### src/common/spl_pkg.sv
// constants and behaviour summary for the serial pll configuration loader
// Behaviour
// - unloaded device drives reference on all nine outputs
// - 160 bits shifted in, most significant first
// - strobe rise copies shift register; lock within 10 ms
// - latch transparent while strobe high, shifts propagate
// - power-down low tri-states every clock output
// - load under power-down, outputs appear on release
// - reload while running, relock within 10 ms
// - multiplier 1..2048, reference divider 1..1024 settable
// - bank clock = ref * mult / div / outdiv
package spl_pkg;
  // -----------------------------------------------------------------
  // geometry
  // -----------------------------------------------------------------
  localparam int CFG_BITS = 160;
  localparam int NUM_CLK = 9;
  localparam int BANK0_CLKS = 5;
  // -----------------------------------------------------------------
  // input synchroniser slots
  // -----------------------------------------------------------------
  localparam int IN_DATA = 0;
  localparam int IN_SCLK = 1;
  localparam int IN_STROBE = 2;
  localparam int IN_PDN = 3;
  localparam int IN_REF = 4;
  localparam int NUM_IN = 5;
  localparam logic [4:0] SYNC_RST = 5'h0C;
  // -----------------------------------------------------------------
  // configuration word fields
  // -----------------------------------------------------------------
  localparam int MULT_LSB = 0;
  localparam int MULT_W = 11;
  localparam int RDIV_LSB = 11;
  localparam int RDIV_W = 10;
  localparam int ODIV0_LSB = 21;
  localparam int ODIV1_LSB = 26;
  localparam int ODIV_W = 5;
  localparam int SYNTH_EN_BIT = 31;
  localparam logic [4:0] ODIV_MIN = 5'h02;
  localparam logic [4:0] ODIV_MAX = 5'h14;
  // -----------------------------------------------------------------
  // timing
  // -----------------------------------------------------------------
  localparam int CORE_CLK_HZ = 100000000;
  localparam int LOCK_TIME_MS = 10;
  localparam int LOCK_CYCLES = LOCK_TIME_MS * (CORE_CLK_HZ / 1000);
  localparam int LOCK_CNT_W = 20;
  localparam int ACC_W = 16;
endpackage

### src/spl_cfg_store.sv
// shift register and configuration latch
`timescale 1ns/1ns
`default_nettype none
module spl_cfg_store
  import spl_pkg::*;
(
  // clock and reset
  input wire logic core_clk,
  input wire logic rst_b,
  // control from the core
  input wire logic shiftEn,
  input wire logic bitIn,
  input wire logic loadEn,
  input wire logic transparent,
  // stored word
  output logic [CFG_BITS-1:0] cfgWord,
  output logic loaded
);
  typedef struct packed {
    logic [CFG_BITS-1:0] sh;
    logic [CFG_BITS-1:0] cfg;
    logic loaded;
  } spl_store_t;

  spl_store_t st_q;
  spl_store_t st_d;

  always_comb
  begin
    st_d = st_q;
    if (shiftEn)
    begin
      st_d.sh = {st_q.sh[CFG_BITS-2:0], bitIn};
    end
    // a shift while strobe is high reaches the latch at once
    if (loadEn || (transparent && shiftEn))
    begin
      st_d.cfg = st_d.sh;
      st_d.loaded = 1'b1;
    end
  end

  always_ff @(posedge core_clk or negedge rst_b)
  begin
    if (!rst_b)
      st_q <= '0;
    else
      st_q <= st_d;
  end

  assign cfgWord = st_q.cfg;
  assign loaded = st_q.loaded;

  // -----------------------------------------------------------------
  // checks
  // -----------------------------------------------------------------
  property p_shift_msb;
    @(posedge core_clk) disable iff (!rst_b)
    shiftEn |=> st_q.sh == {$past(st_q.sh[CFG_BITS-2:0]), $past(bitIn)};
  endproperty
  a_shift_msb: assert property (p_shift_msb) else $error("shift order wrong");

  property p_strobe_load;
    @(posedge core_clk) disable iff (!rst_b)
    (loadEn && !shiftEn) |=> (st_q.cfg == $past(st_q.sh)) && st_q.loaded;
  endproperty
  a_strobe_load: assert property (p_strobe_load) else $error("load missed");

  property p_transparent;
    @(posedge core_clk) disable iff (!rst_b)
    (transparent && shiftEn) |=> st_q.cfg == st_q.sh;
  endproperty
  a_transparent: assert property (p_transparent) else $error("latch not transparent");

  property p_hold;
    @(posedge core_clk) disable iff (!rst_b)
    !loadEn && !transparent |=> $stable(st_q.cfg);
  endproperty
  a_hold: assert property (p_hold) else $error("latch changed while closed");
endmodule // spl_cfg_store
`default_nettype wire

### src/spl_loader.sv
// serial pll configuration loader: pin sampling, lock timing, output control
`timescale 1ns/1ns
`default_nettype none
module spl_loader
  import spl_pkg::*;
#(
  parameter int unsigned LOCK_CYC = LOCK_CYCLES
)
(
  // clock and reset
  input wire logic core_clk,
  input wire logic rst_b,
  // programming pins
  input wire logic serialData,
  input wire logic serialClk,
  input wire logic loadStrobe,
  input wire logic powerDownTristate_n,
  // reference clock
  input wire logic refClk,
  // clock outputs, index 0 is clock_output_one, index 8 clock_output_nine
  output logic [NUM_CLK-1:0] clockOutput,
  output logic [NUM_CLK-1:0] clockOutputOe,
  // status
  output logic locked
);
  typedef struct packed {
    logic [NUM_IN-1:0] s1;
    logic [NUM_IN-1:0] s2;
    logic [NUM_IN-1:0] s3;
    logic [NUM_IN-1:0] f;
    logic [LOCK_CNT_W-1:0] lockCnt;
    logic locked;
    logic [ACC_W-1:0] acc0;
    logic [ACC_W-1:0] acc1;
    logic ph0;
    logic ph1;
    logic [NUM_CLK-1:0] clkOut;
    logic [NUM_CLK-1:0] clkOe;
  } spl_core_t;

  localparam logic [LOCK_CNT_W-1:0] LOCK_LAST = LOCK_CNT_W'(LOCK_CYC - 1);

  spl_core_t st_q;
  spl_core_t st_d;
  logic [CFG_BITS-1:0] cfgWord;
  logic cfgLoaded;
  logic [NUM_IN-1:0] settled;
  logic [NUM_IN-1:0] rise;
  logic cfgUpd;
  logic useSynth;
  logic [ACC_W-1:0] step;
  logic [ACC_W-1:0] half0;
  logic [ACC_W-1:0] half1;

  // -----------------------------------------------------------------
  // helpers
  // -----------------------------------------------------------------
  // out-of-range output divider codes are clamped rather than trusted
  function automatic logic [4:0] odivOf(input logic [4:0] code);
    if (code < ODIV_MIN)
      return ODIV_MIN;
    else if (code > ODIV_MAX)
      return ODIV_MAX;
    else
      return code;
  endfunction

  // toggle threshold: reference divider times output divider
  function automatic logic [ACC_W-1:0] periodOf(input logic [RDIV_W-1:0] rdivM1,
                                                input logic [4:0] odiv);
    logic [ACC_W-1:0] n;
    n = ACC_W'({1'b0, rdivM1}) + 16'h0001;
    return ACC_W'(n * ACC_W'(odivOf(odiv)));
  endfunction

  // one accumulator step: advance, toggle when a half period is crossed
  function automatic logic [ACC_W:0] accStep(input logic [ACC_W-1:0] acc,
                                             input logic [ACC_W-1:0] add,
                                             input logic [ACC_W-1:0] half);
    logic [ACC_W-1:0] sum;
    sum = acc + add;
    if (sum >= half)
      return {1'b1, ACC_W'(sum - half)};
    else
      return {1'b0, sum};
  endfunction

  // -----------------------------------------------------------------
  // configuration store
  // -----------------------------------------------------------------
  spl_cfg_store u_store (
    .core_clk(core_clk),
    .rst_b(rst_b),
    .shiftEn(rise[IN_SCLK]),
    .bitIn(st_q.f[IN_DATA]),
    .loadEn(rise[IN_STROBE]),
    .transparent(st_q.f[IN_STROBE]),
    .cfgWord(cfgWord),
    .loaded(cfgLoaded)
  );

  // -----------------------------------------------------------------
  // next state
  // -----------------------------------------------------------------
  always_comb
  begin
    settled = ~(st_q.s2 ^ st_q.s3);
    rise = settled & st_q.s2 & ~st_q.f;
    cfgUpd = rise[IN_STROBE] || (st_q.f[IN_STROBE] && rise[IN_SCLK]);
    useSynth = cfgLoaded && cfgWord[SYNTH_EN_BIT];
    // doubled step on each reference rise so one output period spans two toggles
    step = rise[IN_REF] ? ACC_W'({cfgWord[MULT_LSB +: MULT_W], 1'b0}) + 16'h0002 : 16'h0000;
    half0 = periodOf(cfgWord[RDIV_LSB +: RDIV_W], cfgWord[ODIV0_LSB +: ODIV_W]);
    half1 = periodOf(cfgWord[RDIV_LSB +: RDIV_W], cfgWord[ODIV1_LSB +: ODIV_W]);
    st_d = st_q;
    st_d.s1 = {refClk, powerDownTristate_n, loadStrobe, serialClk, serialData};
    st_d.s2 = st_q.s1;
    st_d.s3 = st_q.s2;
    st_d.f = (settled & st_q.s2) | (~settled & st_q.f);
    // relock after every latch update, also while outputs are running
    if (cfgUpd)
    begin
      st_d.lockCnt = '0;
      st_d.locked = 1'b0;
      st_d.acc0 = '0;
      st_d.acc1 = '0;
      st_d.ph0 = 1'b0;
      st_d.ph1 = 1'b0;
    end
    else
    begin
      // counter parks at its last value so it never runs past the bound
      if (!st_q.locked)
      begin
        if (st_q.lockCnt == LOCK_LAST)
          st_d.locked = 1'b1;
        else
          st_d.lockCnt = st_q.lockCnt + 20'h00001;
      end
      {st_d.ph0, st_d.acc0} = accStep(st_q.acc0, step, half0) ^ {st_q.ph0, {ACC_W{1'b0}}};
      {st_d.ph1, st_d.acc1} = accStep(st_q.acc1, step, half1) ^ {st_q.ph1, {ACC_W{1'b0}}};
    end
    if (!st_q.f[IN_PDN])
    begin
      st_d.clkOe = '0;
      st_d.clkOut = '0;
    end
    else
    begin
      st_d.clkOe = '1;
      if (!useSynth)
        st_d.clkOut = {NUM_CLK{st_q.f[IN_REF]}};
      else if (!st_q.locked)
        st_d.clkOut = '0;
      else
        st_d.clkOut = {{(NUM_CLK-BANK0_CLKS){st_q.ph1}}, {BANK0_CLKS{st_q.ph0}}};
    end
  end

  always_ff @(posedge core_clk or negedge rst_b)
  begin
    if (!rst_b)
    begin
      st_q <= '0;
      st_q.s1 <= SYNC_RST;
      st_q.s2 <= SYNC_RST;
      st_q.s3 <= SYNC_RST;
      st_q.f <= SYNC_RST;
    end
    else
      st_q <= st_d;
  end

  assign clockOutput = st_q.clkOut;
  assign clockOutputOe = st_q.clkOe;
  assign locked = st_q.locked;

  // -----------------------------------------------------------------
  // checks
  // -----------------------------------------------------------------
  property p_ref_pass;
    @(posedge core_clk) disable iff (!rst_b)
    (st_q.f[IN_PDN] && !useSynth) |=> clockOutput == {NUM_CLK{$past(st_q.f[IN_REF])}};
  endproperty
  a_ref_pass: assert property (p_ref_pass) else $error("reference not passed");

  property p_sample_rise;
    @(posedge core_clk) disable iff (!rst_b)
    $rose(st_q.f[IN_SCLK]) |-> $past(rise[IN_SCLK]);
  endproperty
  a_sample_rise: assert property (p_sample_rise) else $error("shift edge missed");

  property p_tristate;
    @(posedge core_clk) disable iff (!rst_b)
    !st_q.f[IN_PDN] |=> (clockOutputOe == '0) && (clockOutput == '0);
  endproperty
  a_tristate: assert property (p_tristate) else $error("outputs driven in power-down");

  property p_release;
    @(posedge core_clk) disable iff (!rst_b)
    $rose(st_q.f[IN_PDN]) |=> clockOutputOe == '1;
  endproperty
  a_release: assert property (p_release) else $error("outputs not enabled");

  property p_relock_start;
    @(posedge core_clk) disable iff (!rst_b)
    cfgUpd |=> !locked && (st_q.lockCnt == '0);
  endproperty
  a_relock_start: assert property (p_relock_start) else $error("relock not restarted");

  property p_lock_bound;
    @(posedge core_clk) disable iff (!rst_b)
    st_q.lockCnt <= LOCK_LAST;
  endproperty
  a_lock_bound: assert property (p_lock_bound) else $error("lock time exceeded");

  property p_hold_low;
    @(posedge core_clk) disable iff (!rst_b)
    (st_q.f[IN_PDN] && useSynth && !locked) |=> clockOutput == '0;
  endproperty
  a_hold_low: assert property (p_hold_low) else $error("output ran before lock");

  property p_odiv_range;
    @(posedge core_clk) disable iff (!rst_b)
    (odivOf(cfgWord[ODIV0_LSB +: ODIV_W]) >= ODIV_MIN)
      && (odivOf(cfgWord[ODIV1_LSB +: ODIV_W]) <= ODIV_MAX);
  endproperty
  a_odiv_range: assert property (p_odiv_range) else $error("output divider range");

  property p_half_range;
    @(posedge core_clk) disable iff (!rst_b)
    (half0 >= 16'h0002) && (half1 <= 16'h5000);
  endproperty
  a_half_range: assert property (p_half_range) else $error("divider product range");

  c_load: cover property (@(posedge core_clk) disable iff (!rst_b) rise[IN_STROBE]);
  c_transparent: cover property (@(posedge core_clk) disable iff (!rst_b)
    st_q.f[IN_STROBE] && rise[IN_SCLK]);
  c_locked: cover property (@(posedge core_clk) disable iff (!rst_b) $rose(locked));
  c_powerdown: cover property (@(posedge core_clk) disable iff (!rst_b)
    $fell(st_q.f[IN_PDN]));
endmodule // spl_loader
`default_nettype wire

### config.mk
export PLATFORM = sky130hd
export DESIGN_NAME = spl_loader
export DESIGN_NICKNAME = d
export VERILOG_FILES = /design/src/common/spl_pkg.sv /design/src/spl_cfg_store.sv /design/src/spl_loader.sv
export SDC_FILE = /design/constraint.sdc
export NUM_CORES = 1
export LEC_CHECK = 0
export BUFFER_PORTS_ARGS = -buffer_cell sky130_fd_sc_hd__buf_2
export CAP_MARGIN = 20
export CORE_ASPECT_RATIO = 0.6
export CORE_UTILIZATION = 55
export DETAILED_ROUTE_END_ITERATION = 8
export GPL_ROUTABILITY_DRIVEN = 1
export HOLD_SLACK_MARGIN = 0.1
export PLACE_DENSITY = 0.69
export SYNTH_ARGS = -nofsm -noshare
export SYNTH_HDL_FRONTEND = slang
export SYNTH_SLANG_ARGS = --single-unit
### constraint.sdc
create_clock -name core_clk -period 12.6 [get_ports core_clk]
set_clock_uncertainty 0.05 [all_clocks]
set_input_delay 2.52 -clock core_clk [delete_from_list [all_inputs] [get_ports core_clk]]
set_output_delay 2.52 -clock core_clk [all_outputs]
set_load 0.02 [all_outputs]
==> flow_metrics.py, run 1 <==
metrics = {
    "run_status": {
        "status": "complete, no violations",
    },
    "die": {
        "starting_utilization_of_the_core_area_pct": 57.2,
        "dieHeight_um": 117,
        "dieArea_um2": 22900,
        "die-width_um": 194,
        "core_area_um2": 21400,
        "rows": 41,
        "io-pin-count": 26,
    },
    "setup_path": {
        "worst_path_top_cell_family_by_delay": "adder cells",
        "setup.worst_path.class": "flop to flop",
        "timing.critical_path.from_type": "flop",
        "buffers_plus_inverters_on_the_worst_setup_path": 3,
        "worst-r2r-cell-count": 25,
        "crit_path_max_fanout": 22,
        "crit_path_max_incr_delay_ps": 780,
        "regToRegStartpoint": "u_store.cfgWord[11]$_DFFE_PN0P_",
        "endpoint_kind": "flop",
        "terminus_of_the_critical_flop_to_flop_path": "st_q[29]$_DFF_PN0_",
        "cp_data_arrival_time_ps": 8670,
        "timing.critical_path.slowest_stage_cell": "sky130_fd_sc_hd__o32a_1",
        "worst-r2r-setup-slack_ps": 4230,
        "critPathRequiredTime_ps": 12890,
    },
    "timing": {
        "setup_total_negative_slack_ps": 0,
        "timing.slew.headroom_pct": 34.4,
        "min_period_ps": 8370,
        "finalSetupViolCount": 0,
        "pins_over_slew_limit": 0,
        "final-hold-violation-count": 0,
        "period_share_pct": 66.5,
        "tightestPinTransition_ps": 984,
        "fmax_mhz": 119,
        "rsz0062_at_grt": "false",
    },
    "synthesis": {
        "synthArstFlopShare_pct": 100,
        "synth_enable_flop_cells": 0,
        "postSynthAreaPerCell_um2": 8.52,
        "top_cell_type_s_share_of_synthesized_area_pct": 27.6,
        "dominant_cell_type_by_area_after_synthesis": "sky130_fd_sc_hd__dfrtp_1",
        "library_cells_used_by_synthesis": 77,
        "post_synth_instance_area_um2": 12200,
        "synth_fp_nets": 1610,
        "synthCells": 1435,
        "yosys_most_used_dff": "sky130_fd_sc_hd__dfrtp_1",
        "synth_seq_cells": 143,
        "seq_area_frac_synth_pct": 29.3,
        "synth_area_leaders": "sky130_fd_sc_hd__dfrtp_1 (28%), sky130_fd_sc_hd__ha_1 (11%), sky130_fd_sc_hd__fa_1 (9.5%)",
        "number_of_warnings_reported_in_the_yosys_synthesis_log": 0,
    },
    "global_route": {
        "grt_first_pass_wirelength_um": 47900,
        "first_global_vias": 9212,
        "antenna_violations_before_repair": 0,
        "grt_usage_pct": 26.4,
        "grtUsageMet2_pct": 33.9,
        "grt_start_max_net_pins": 81,
        "grt-ovfl-total": 0,
        "grt.busiest_layer": "met1",
        "grt.met1_usage_pct": 44.1,
        "met3_usage_pct": 5.07,
    },
    "clocking": {
        "clk_root_buffer_cell": "sky130_fd_sc_hd__clkbuf_16",
        "postCtsSetupRepairBufs": 0,
        "cts_tree": "yes",
        "clk_transition_reported_paths_ps": 60,
        "cts_sinks": 143,
        "hold_buffers": 0,
        "numCtsBuffers": 17,
        "clock_h_tree_levels": 4,
        "post_cts_resize_count": 0,
        "worstSkewPairLatency_ps": 440,
        "clock_path_buffers": 2,
    },
    "min_path": {
        "end_point_of_the_most_critical_hold_path": "st_d[82]$_DFF_PN0_",
        "worst_hold_path_type": "flop to flop",
        "worstHoldStart": "st_d[87]$_DFF_PN0_",
        "timing.hold.worst_path_depth": 0,
    },
    "flow_run": {
        "drv_cap": 0,
    },
    "routing": {
        "wirelength_um": 28500,
        "detail_route.first_pass.iterations": 5,
        "route.vias.total": 9765,
        "avgRoutedWirePerCell_um": 16.6,
        "drt-initial-drc-count": 831,
        "route.antenna.remaining_nets": 0,
        "post_drt_via_cell_ratio": 5.68,
        "route.detailed.drc": 0,
    },
    "cells_and_area": {
        "most-common-layout-cells": "sky130_fd_sc_hd__nor2_1 (243), sky130_fd_sc_hd__nand2_1 (164), sky130_fd_sc_hd__dfrtp_1 (135)",
        "syn_to_layout_area_delta_pct": 6.95,
        "most_common_cell_after_layout_fill_and_taps_aside": "sky130_fd_sc_hd__nor2_1",
        "layoutNonFillerInstCount": 1720,
        "num_antenna_cells": 0,
        "drive_above_1_share_pct": 6.80,
        "filler_cells": 1873,
        "finish.net_count": 1603,
    },
    "placement": {
        "placed_cells_incl_taps": 1687,
        "gp_congestion": 0.918,
        "dp_hpwl_um": 21500,
        "port_buffers": 25,
    },
}
area by class of cell:
type	count	area (µm²)	share of cell area (%)
Inverter	115	432	3.30
Tap cell	279	349	2.67
Multi-Input combinational cell	1117	7910	60.5
Clock inverter	14	150	1.15
Timing Repair Buffer	34	219	1.67
Sequential cell	143	3590	27.4
Clock buffer	18	429	3.28
synth_stat cells (4+ instances only):
cell / count
sky130_fd_sc_hd__nand2_1: 164
sky130_fd_sc_hd__o31ai_1: 4
sky130_fd_sc_hd__nor3_1: 14
sky130_fd_sc_hd__nand3_1: 30
sky130_fd_sc_hd__clkbuf_1: 34
sky130_fd_sc_hd__a21oi_1: 66
sky130_fd_sc_hd__or2_2: 5
sky130_fd_sc_hd__mux2i_1: 14
sky130_fd_sc_hd__o21bai_1: 11
sky130_fd_sc_hd__nor4_1: 7
sky130_fd_sc_hd__a21o_1: 28
sky130_fd_sc_hd__and2_1: 9
sky130_fd_sc_hd__or3_1: 11
sky130_fd_sc_hd__fa_1: 58
sky130_fd_sc_hd__a211oi_1: 17
sky130_fd_sc_hd__nand2b_1: 28
sky130_fd_sc_hd__and3_1: 15
sky130_fd_sc_hd__a31oi_1: 9
sky130_fd_sc_hd__mux2_2: 4
sky130_fd_sc_hd__xnor2_1: 54
sky130_fd_sc_hd__buf_1: 5
sky130_fd_sc_hd__dfrtp_1: 135
sky130_fd_sc_hd__ha_1: 110
sky130_fd_sc_hd__xor2_1: 41
sky130_fd_sc_hd__o21a_1: 11
sky130_fd_sc_hd__inv_1: 114
sky130_fd_sc_hd__nand4_1: 13
sky130_fd_sc_hd__nor2_1: 243
sky130_fd_sc_hd__nand3b_1: 4
sky130_fd_sc_hd__a21boi_0: 5
sky130_fd_sc_hd__o211ai_1: 6
sky130_fd_sc_hd__o21ai_0: 47
sky130_fd_sc_hd__nor2b_1: 19
sky130_fd_sc_hd__dfstp_2: 8
sky130_fd_sc_hd__buf_4: 18
registers in the layout, indices dropped and copies added, names as in the netlist, named ones only:
register         cells
u_store.cfgWord     32
st_d                10
clockOutputOe        1
u_store.st_q        32
u_store.loaded       1
st_q                59
locked               1
clockOutput          2
worst reg2reg max path, stage by stage, from the launching register on:
cell	delay (ps)
sky130_fd_sc_hd__dfrtp_1	620
sky130_fd_sc_hd__ha_1	260
sky130_fd_sc_hd__nand3_1	120
sky130_fd_sc_hd__xor2_1	640
sky130_fd_sc_hd__nor2_1	160
sky130_fd_sc_hd__fa_1	520
sky130_fd_sc_hd__fa_1	540
sky130_fd_sc_hd__inv_1	50
sky130_fd_sc_hd__fa_1	530
sky130_fd_sc_hd__inv_1	50
sky130_fd_sc_hd__ha_1	340
sky130_fd_sc_hd__o21ai_0	370
sky130_fd_sc_hd__nand2_1	120
sky130_fd_sc_hd__o21ai_0	140
sky130_fd_sc_hd__a211oi_1	130
sky130_fd_sc_hd__o31ai_1	390
sky130_fd_sc_hd__or4b_2	630
sky130_fd_sc_hd__o311a_1	160
sky130_fd_sc_hd__ha_1	330
sky130_fd_sc_hd__nand3_1	110
sky130_fd_sc_hd__o21bai_1	170
sky130_fd_sc_hd__nor4_1	210
sky130_fd_sc_hd__o32a_1	780
sky130_fd_sc_hd__inv_2	190
sky130_fd_sc_hd__or3b_2	520
sky130_fd_sc_hd__a21oi_1	150
through the flow:
stage / util [%] / hold WS (ps) / cell area [µm²] / setup slack, ps
floorplan: - / 281 / 12200 / 6090
global placement: 58.3 / 284 / 12500 / 4830
detailed placement: 58.3 / 286 / 12500 / 4440
CTS: 61.0 / 301 / 13100 / 4390
global route: 61.1 / 313 / 13100 / 3720
finish: 61.1 / 300 / 13100 / 4230
cells by family after synthesis:
| kind of cell | Yosys count | synth area share [%] |
|---|---|---|
| compound gates | 254 | 14.0 |
| buf+inv | 175 | 6.09 |
| flops | 143 | 29.3 |
| mux | 18 | 1.51 |
| fa+ha+maj | 170 | 20.9 |
| simple gates | 580 | 21.3 |
| xor+xnor | 95 | 6.80 |
layer usage:
| metal | vias up | routed length, µm | part of all wire [%] |
|---|---|---|---|
| met5 | - | 0 | 0 |
| met4 | 0 | 265 | 0.93 |
| met3 | 17 | 1690 | 5.9 |
| met2 | 274 | 10900 | 38 |
| met1 | 4656 | 15700 | 55 |
| li1 | 4818 | - | - |
how the worst max path moves through the flow:
stage / end / depth (start not counted) / startpoint
floorplan: st_q[26]$_DFF_PN0_ / 25 / u_store.cfgWord[11]$_DFFE_PN0P_
global placement: st_q[29]$_DFF_PN0_ / 23 / u_store.cfgWord[11]$_DFFE_PN0P_
detailed placement: st_q[29]$_DFF_PN0_ / 25 / u_store.cfgWord[11]$_DFFE_PN0P_
CTS: st_q[29]$_DFF_PN0_ / 25 / u_store.cfgWord[11]$_DFFE_PN0P_
global route: st_q[29]$_DFF_PN0_ / 25 / u_store.cfgWord[11]$_DFFE_PN0P_
finish: st_q[29]$_DFF_PN0_ / 25 / u_store.cfgWord[11]$_DFFE_PN0P_
Power of run 1 is left out: the tool's default activity adds up to more than one toggle a clock period on the data nets, which glitch-free logic cannot reach.
==> inputs of run 2 (changes only) <==
clock period = 8.25 ns   (was 12.6 ns; I/O delays follow)
==> flow_metrics.py, run 2 (synthesis gave the netlist of run 1 again) <==
metrics = {
    "timing": {
        "min_period_ps": 7660,
        "setup_total_negative_slack_ps": 0,
        "fmax_mhz": 131,
        "tightestPinTransition_ps": 1030,
        "rsz0062_at_grt": "false",
        "holdWs_ps": 298,
        "finalSetupViolCount": 0,
        "pins_over_slew_limit": 0,
        "final-hold-violation-count": 0,
        "period_share_pct": 92.8,
        "timing.slew.headroom_pct": 31.1,
        "setup_ws_ps": 593,
    },
    "die": {
        "dieHeight_um": 117,
        "core_area_um2": 21400,
        "rows": 41,
        "starting_utilization_of_the_core_area_pct": 57.2,
        "die-width_um": 194,
        "io-pin-count": 26,
        "dieArea_um2": 22900,
    },
    "setup_path": {
        "cp_data_arrival_time_ps": 7940,
        "worst_setup_path_startpoint": "u_store.cfgWord[11]$_DFFE_PN0P_",
        "timing.critical_path.from_type": "flop",
        "setup.worst_path.class": "flop to flop",
        "critPathRequiredTime_ps": 8540,
        "worst-r2r-setup-slack_ps": 590,
        "terminus_of_the_critical_flop_to_flop_path": "st_q[29]$_DFF_PN0_",
        "endpoint_kind": "flop",
        "crit_path_max_fanout": 22,
        "worst-r2r-cell-count": 25,
        "regToRegStartpoint": "u_store.cfgWord[11]$_DFFE_PN0P_",
    },
    "cells_and_area": {
        "syn_to_layout_area_delta_pct": 7.19,
        "layout.cell_area.non_filler_um2": 13100,
        "largest_register_ffs": 59,
        "finish.net_count": 1609,
        "most-common-layout-cells": "sky130_fd_sc_hd__nor2_1 (243), sky130_fd_sc_hd__nand2_1 (164), sky130_fd_sc_hd__dfrtp_1 (135)",
        "drive_above_1_share_pct": 7.19,
        "area_occupied_by_multi_input_gates_um2": 7910,
        "num_antenna_cells": 0,
        "sequential_cell_area_um2": 3590,
        "regMostFlops": "st_q",
        "filler_cells": 1863,
        "most_common_cell_after_layout_fill_and_taps_aside": "sky130_fd_sc_hd__nor2_1",
    },
    "global_route": {
        "grt-ovfl-total": 0,
        "grt_start_max_net_pins": 81,
        "grt_first_pass_wirelength_um": 47600,
        "grt_usage_pct": 26.1,
        "antenna_violations_before_repair": 0,
        "first_global_vias": 9164,
    },
    "clocking": {
        "postCtsSetupRepairBufs": 0,
        "post_cts_resize_count": 0,
        "cts_tree": "yes",
        "clock_path_buffers": 2,
        "cts_sinks": 143,
        "clk_transition_reported_paths_ps": 60,
        "worstSkewPairLatency_ps": 430,
        "hold_buffers": 0,
        "numCtsBuffers": 17,
        "clk_root_buffer_cell": "sky130_fd_sc_hd__clkbuf_16",
        "clock_h_tree_levels": 4,
    },
    "min_path": {
        "end_point_of_the_most_critical_hold_path": "st_d[82]$_DFF_PN0_",
        "worst_hold_path_type": "flop to flop",
        "timing.hold.worst_path_depth": 0,
        "worstHoldStart": "st_d[87]$_DFF_PN0_",
    },
    "routing": {
        "detail_route.first_pass.iterations": 5,
        "route.antenna.remaining_nets": 0,
        "drt-initial-drc-count": 853,
        "route.vias.total": 9800,
        "metal3_wl_um": 1660,
        "maxUsedRoutingLayer": "met4",
        "wirelength_um": 28200,
        "avgRoutedWirePerCell_um": 16.4,
        "post_drt_via_cell_ratio": 5.68,
        "drt-met1-wl_um": 15300,
        "route.detailed.drc": 0,
        "wl_met2_um": 10900,
    },
    "placement": {
        "dpl_cell_area_um2": 12500,
        "gp_congestion": 0.920,
        "detailedPlace.worstSlack_ps": 725,
        "port_buffers": 25,
        "dp_hpwl_um": 21900,
    },
    "flow_run": {
        "drv_cap": 0,
    },
    "run_status": {
        "status": "complete, no violations",
    },
}
-- run 2: layer usage --
| metal | global-route usage, % | up-vias |
|---|---|---|
| met3 | 4.79 | 27 |
| met1 | 42.4 | 4661 |
| met5 | 0 | - |
| met4 | 5.11 | 0 |
| li1 | - | 4843 |
| met2 | 35.4 | 269 |
-- run 2: worst max path at each step --
stage	slack [ps]	to
floorplan	1740	st_q[26]$_DFF_PN0_
CTS	690	st_q[29]$_DFF_PN0_
finish	590	st_q[29]$_DFF_PN0_
detailed placement	730	st_q[29]$_DFF_PN0_
global route	30	st_q[29]$_DFF_PN0_
global placement	1080	st_q[29]$_DFF_PN0_
-- run 2: critical path: stages, from the launching register on --
cell	delay, ps
sky130_fd_sc_hd__dfrtp_1	540
sky130_fd_sc_hd__ha_1	320
sky130_fd_sc_hd__nand3_1	130
sky130_fd_sc_hd__nor2_1	100
sky130_fd_sc_hd__xnor2_1	620
sky130_fd_sc_hd__nor2_1	160
sky130_fd_sc_hd__fa_1	530
sky130_fd_sc_hd__fa_1	540
sky130_fd_sc_hd__inv_1	50
sky130_fd_sc_hd__fa_1	520
sky130_fd_sc_hd__inv_1	40
sky130_fd_sc_hd__ha_1	230
sky130_fd_sc_hd__nor4_1	400
sky130_fd_sc_hd__a211oi_1	170
sky130_fd_sc_hd__o31ai_1	320
sky130_fd_sc_hd__or4b_2	610
sky130_fd_sc_hd__o311a_1	170
sky130_fd_sc_hd__ha_1	340
sky130_fd_sc_hd__nand3_1	100
sky130_fd_sc_hd__o21bai_1	160
sky130_fd_sc_hd__nor4_1	190
sky130_fd_sc_hd__o32a_1	190
sky130_fd_sc_hd__buf_4	270
sky130_fd_sc_hd__inv_2	120
sky130_fd_sc_hd__or3b_2	490
sky130_fd_sc_hd__a21oi_1	180
-- run 2: area by class of cell --
| cell class | count | share of cell area, % |
|---|---|---|
| clock buffers | 18 | 3.27 |
| clock inverters | 14 | 1.18 |
| inverters | 115 | 3.29 |
| multi-input cells | 1117 | 60.3 |
| flip-flops and latches | 143 | 27.4 |
| well taps | 279 | 2.66 |
| repair buffers | 40 | 1.86 |
-- run 2: per-stage QoR --
step / utilization (%) / cells
after floorplan: - / 1435
after global placement: 58.5 / 1694
after detailed placement: 58.5 / 1694
after CTS: 61.3 / 1726
after global routing: 61.3 / 1726
final: 61.3 / 1726
Power of run 2 is left out for the same reason.
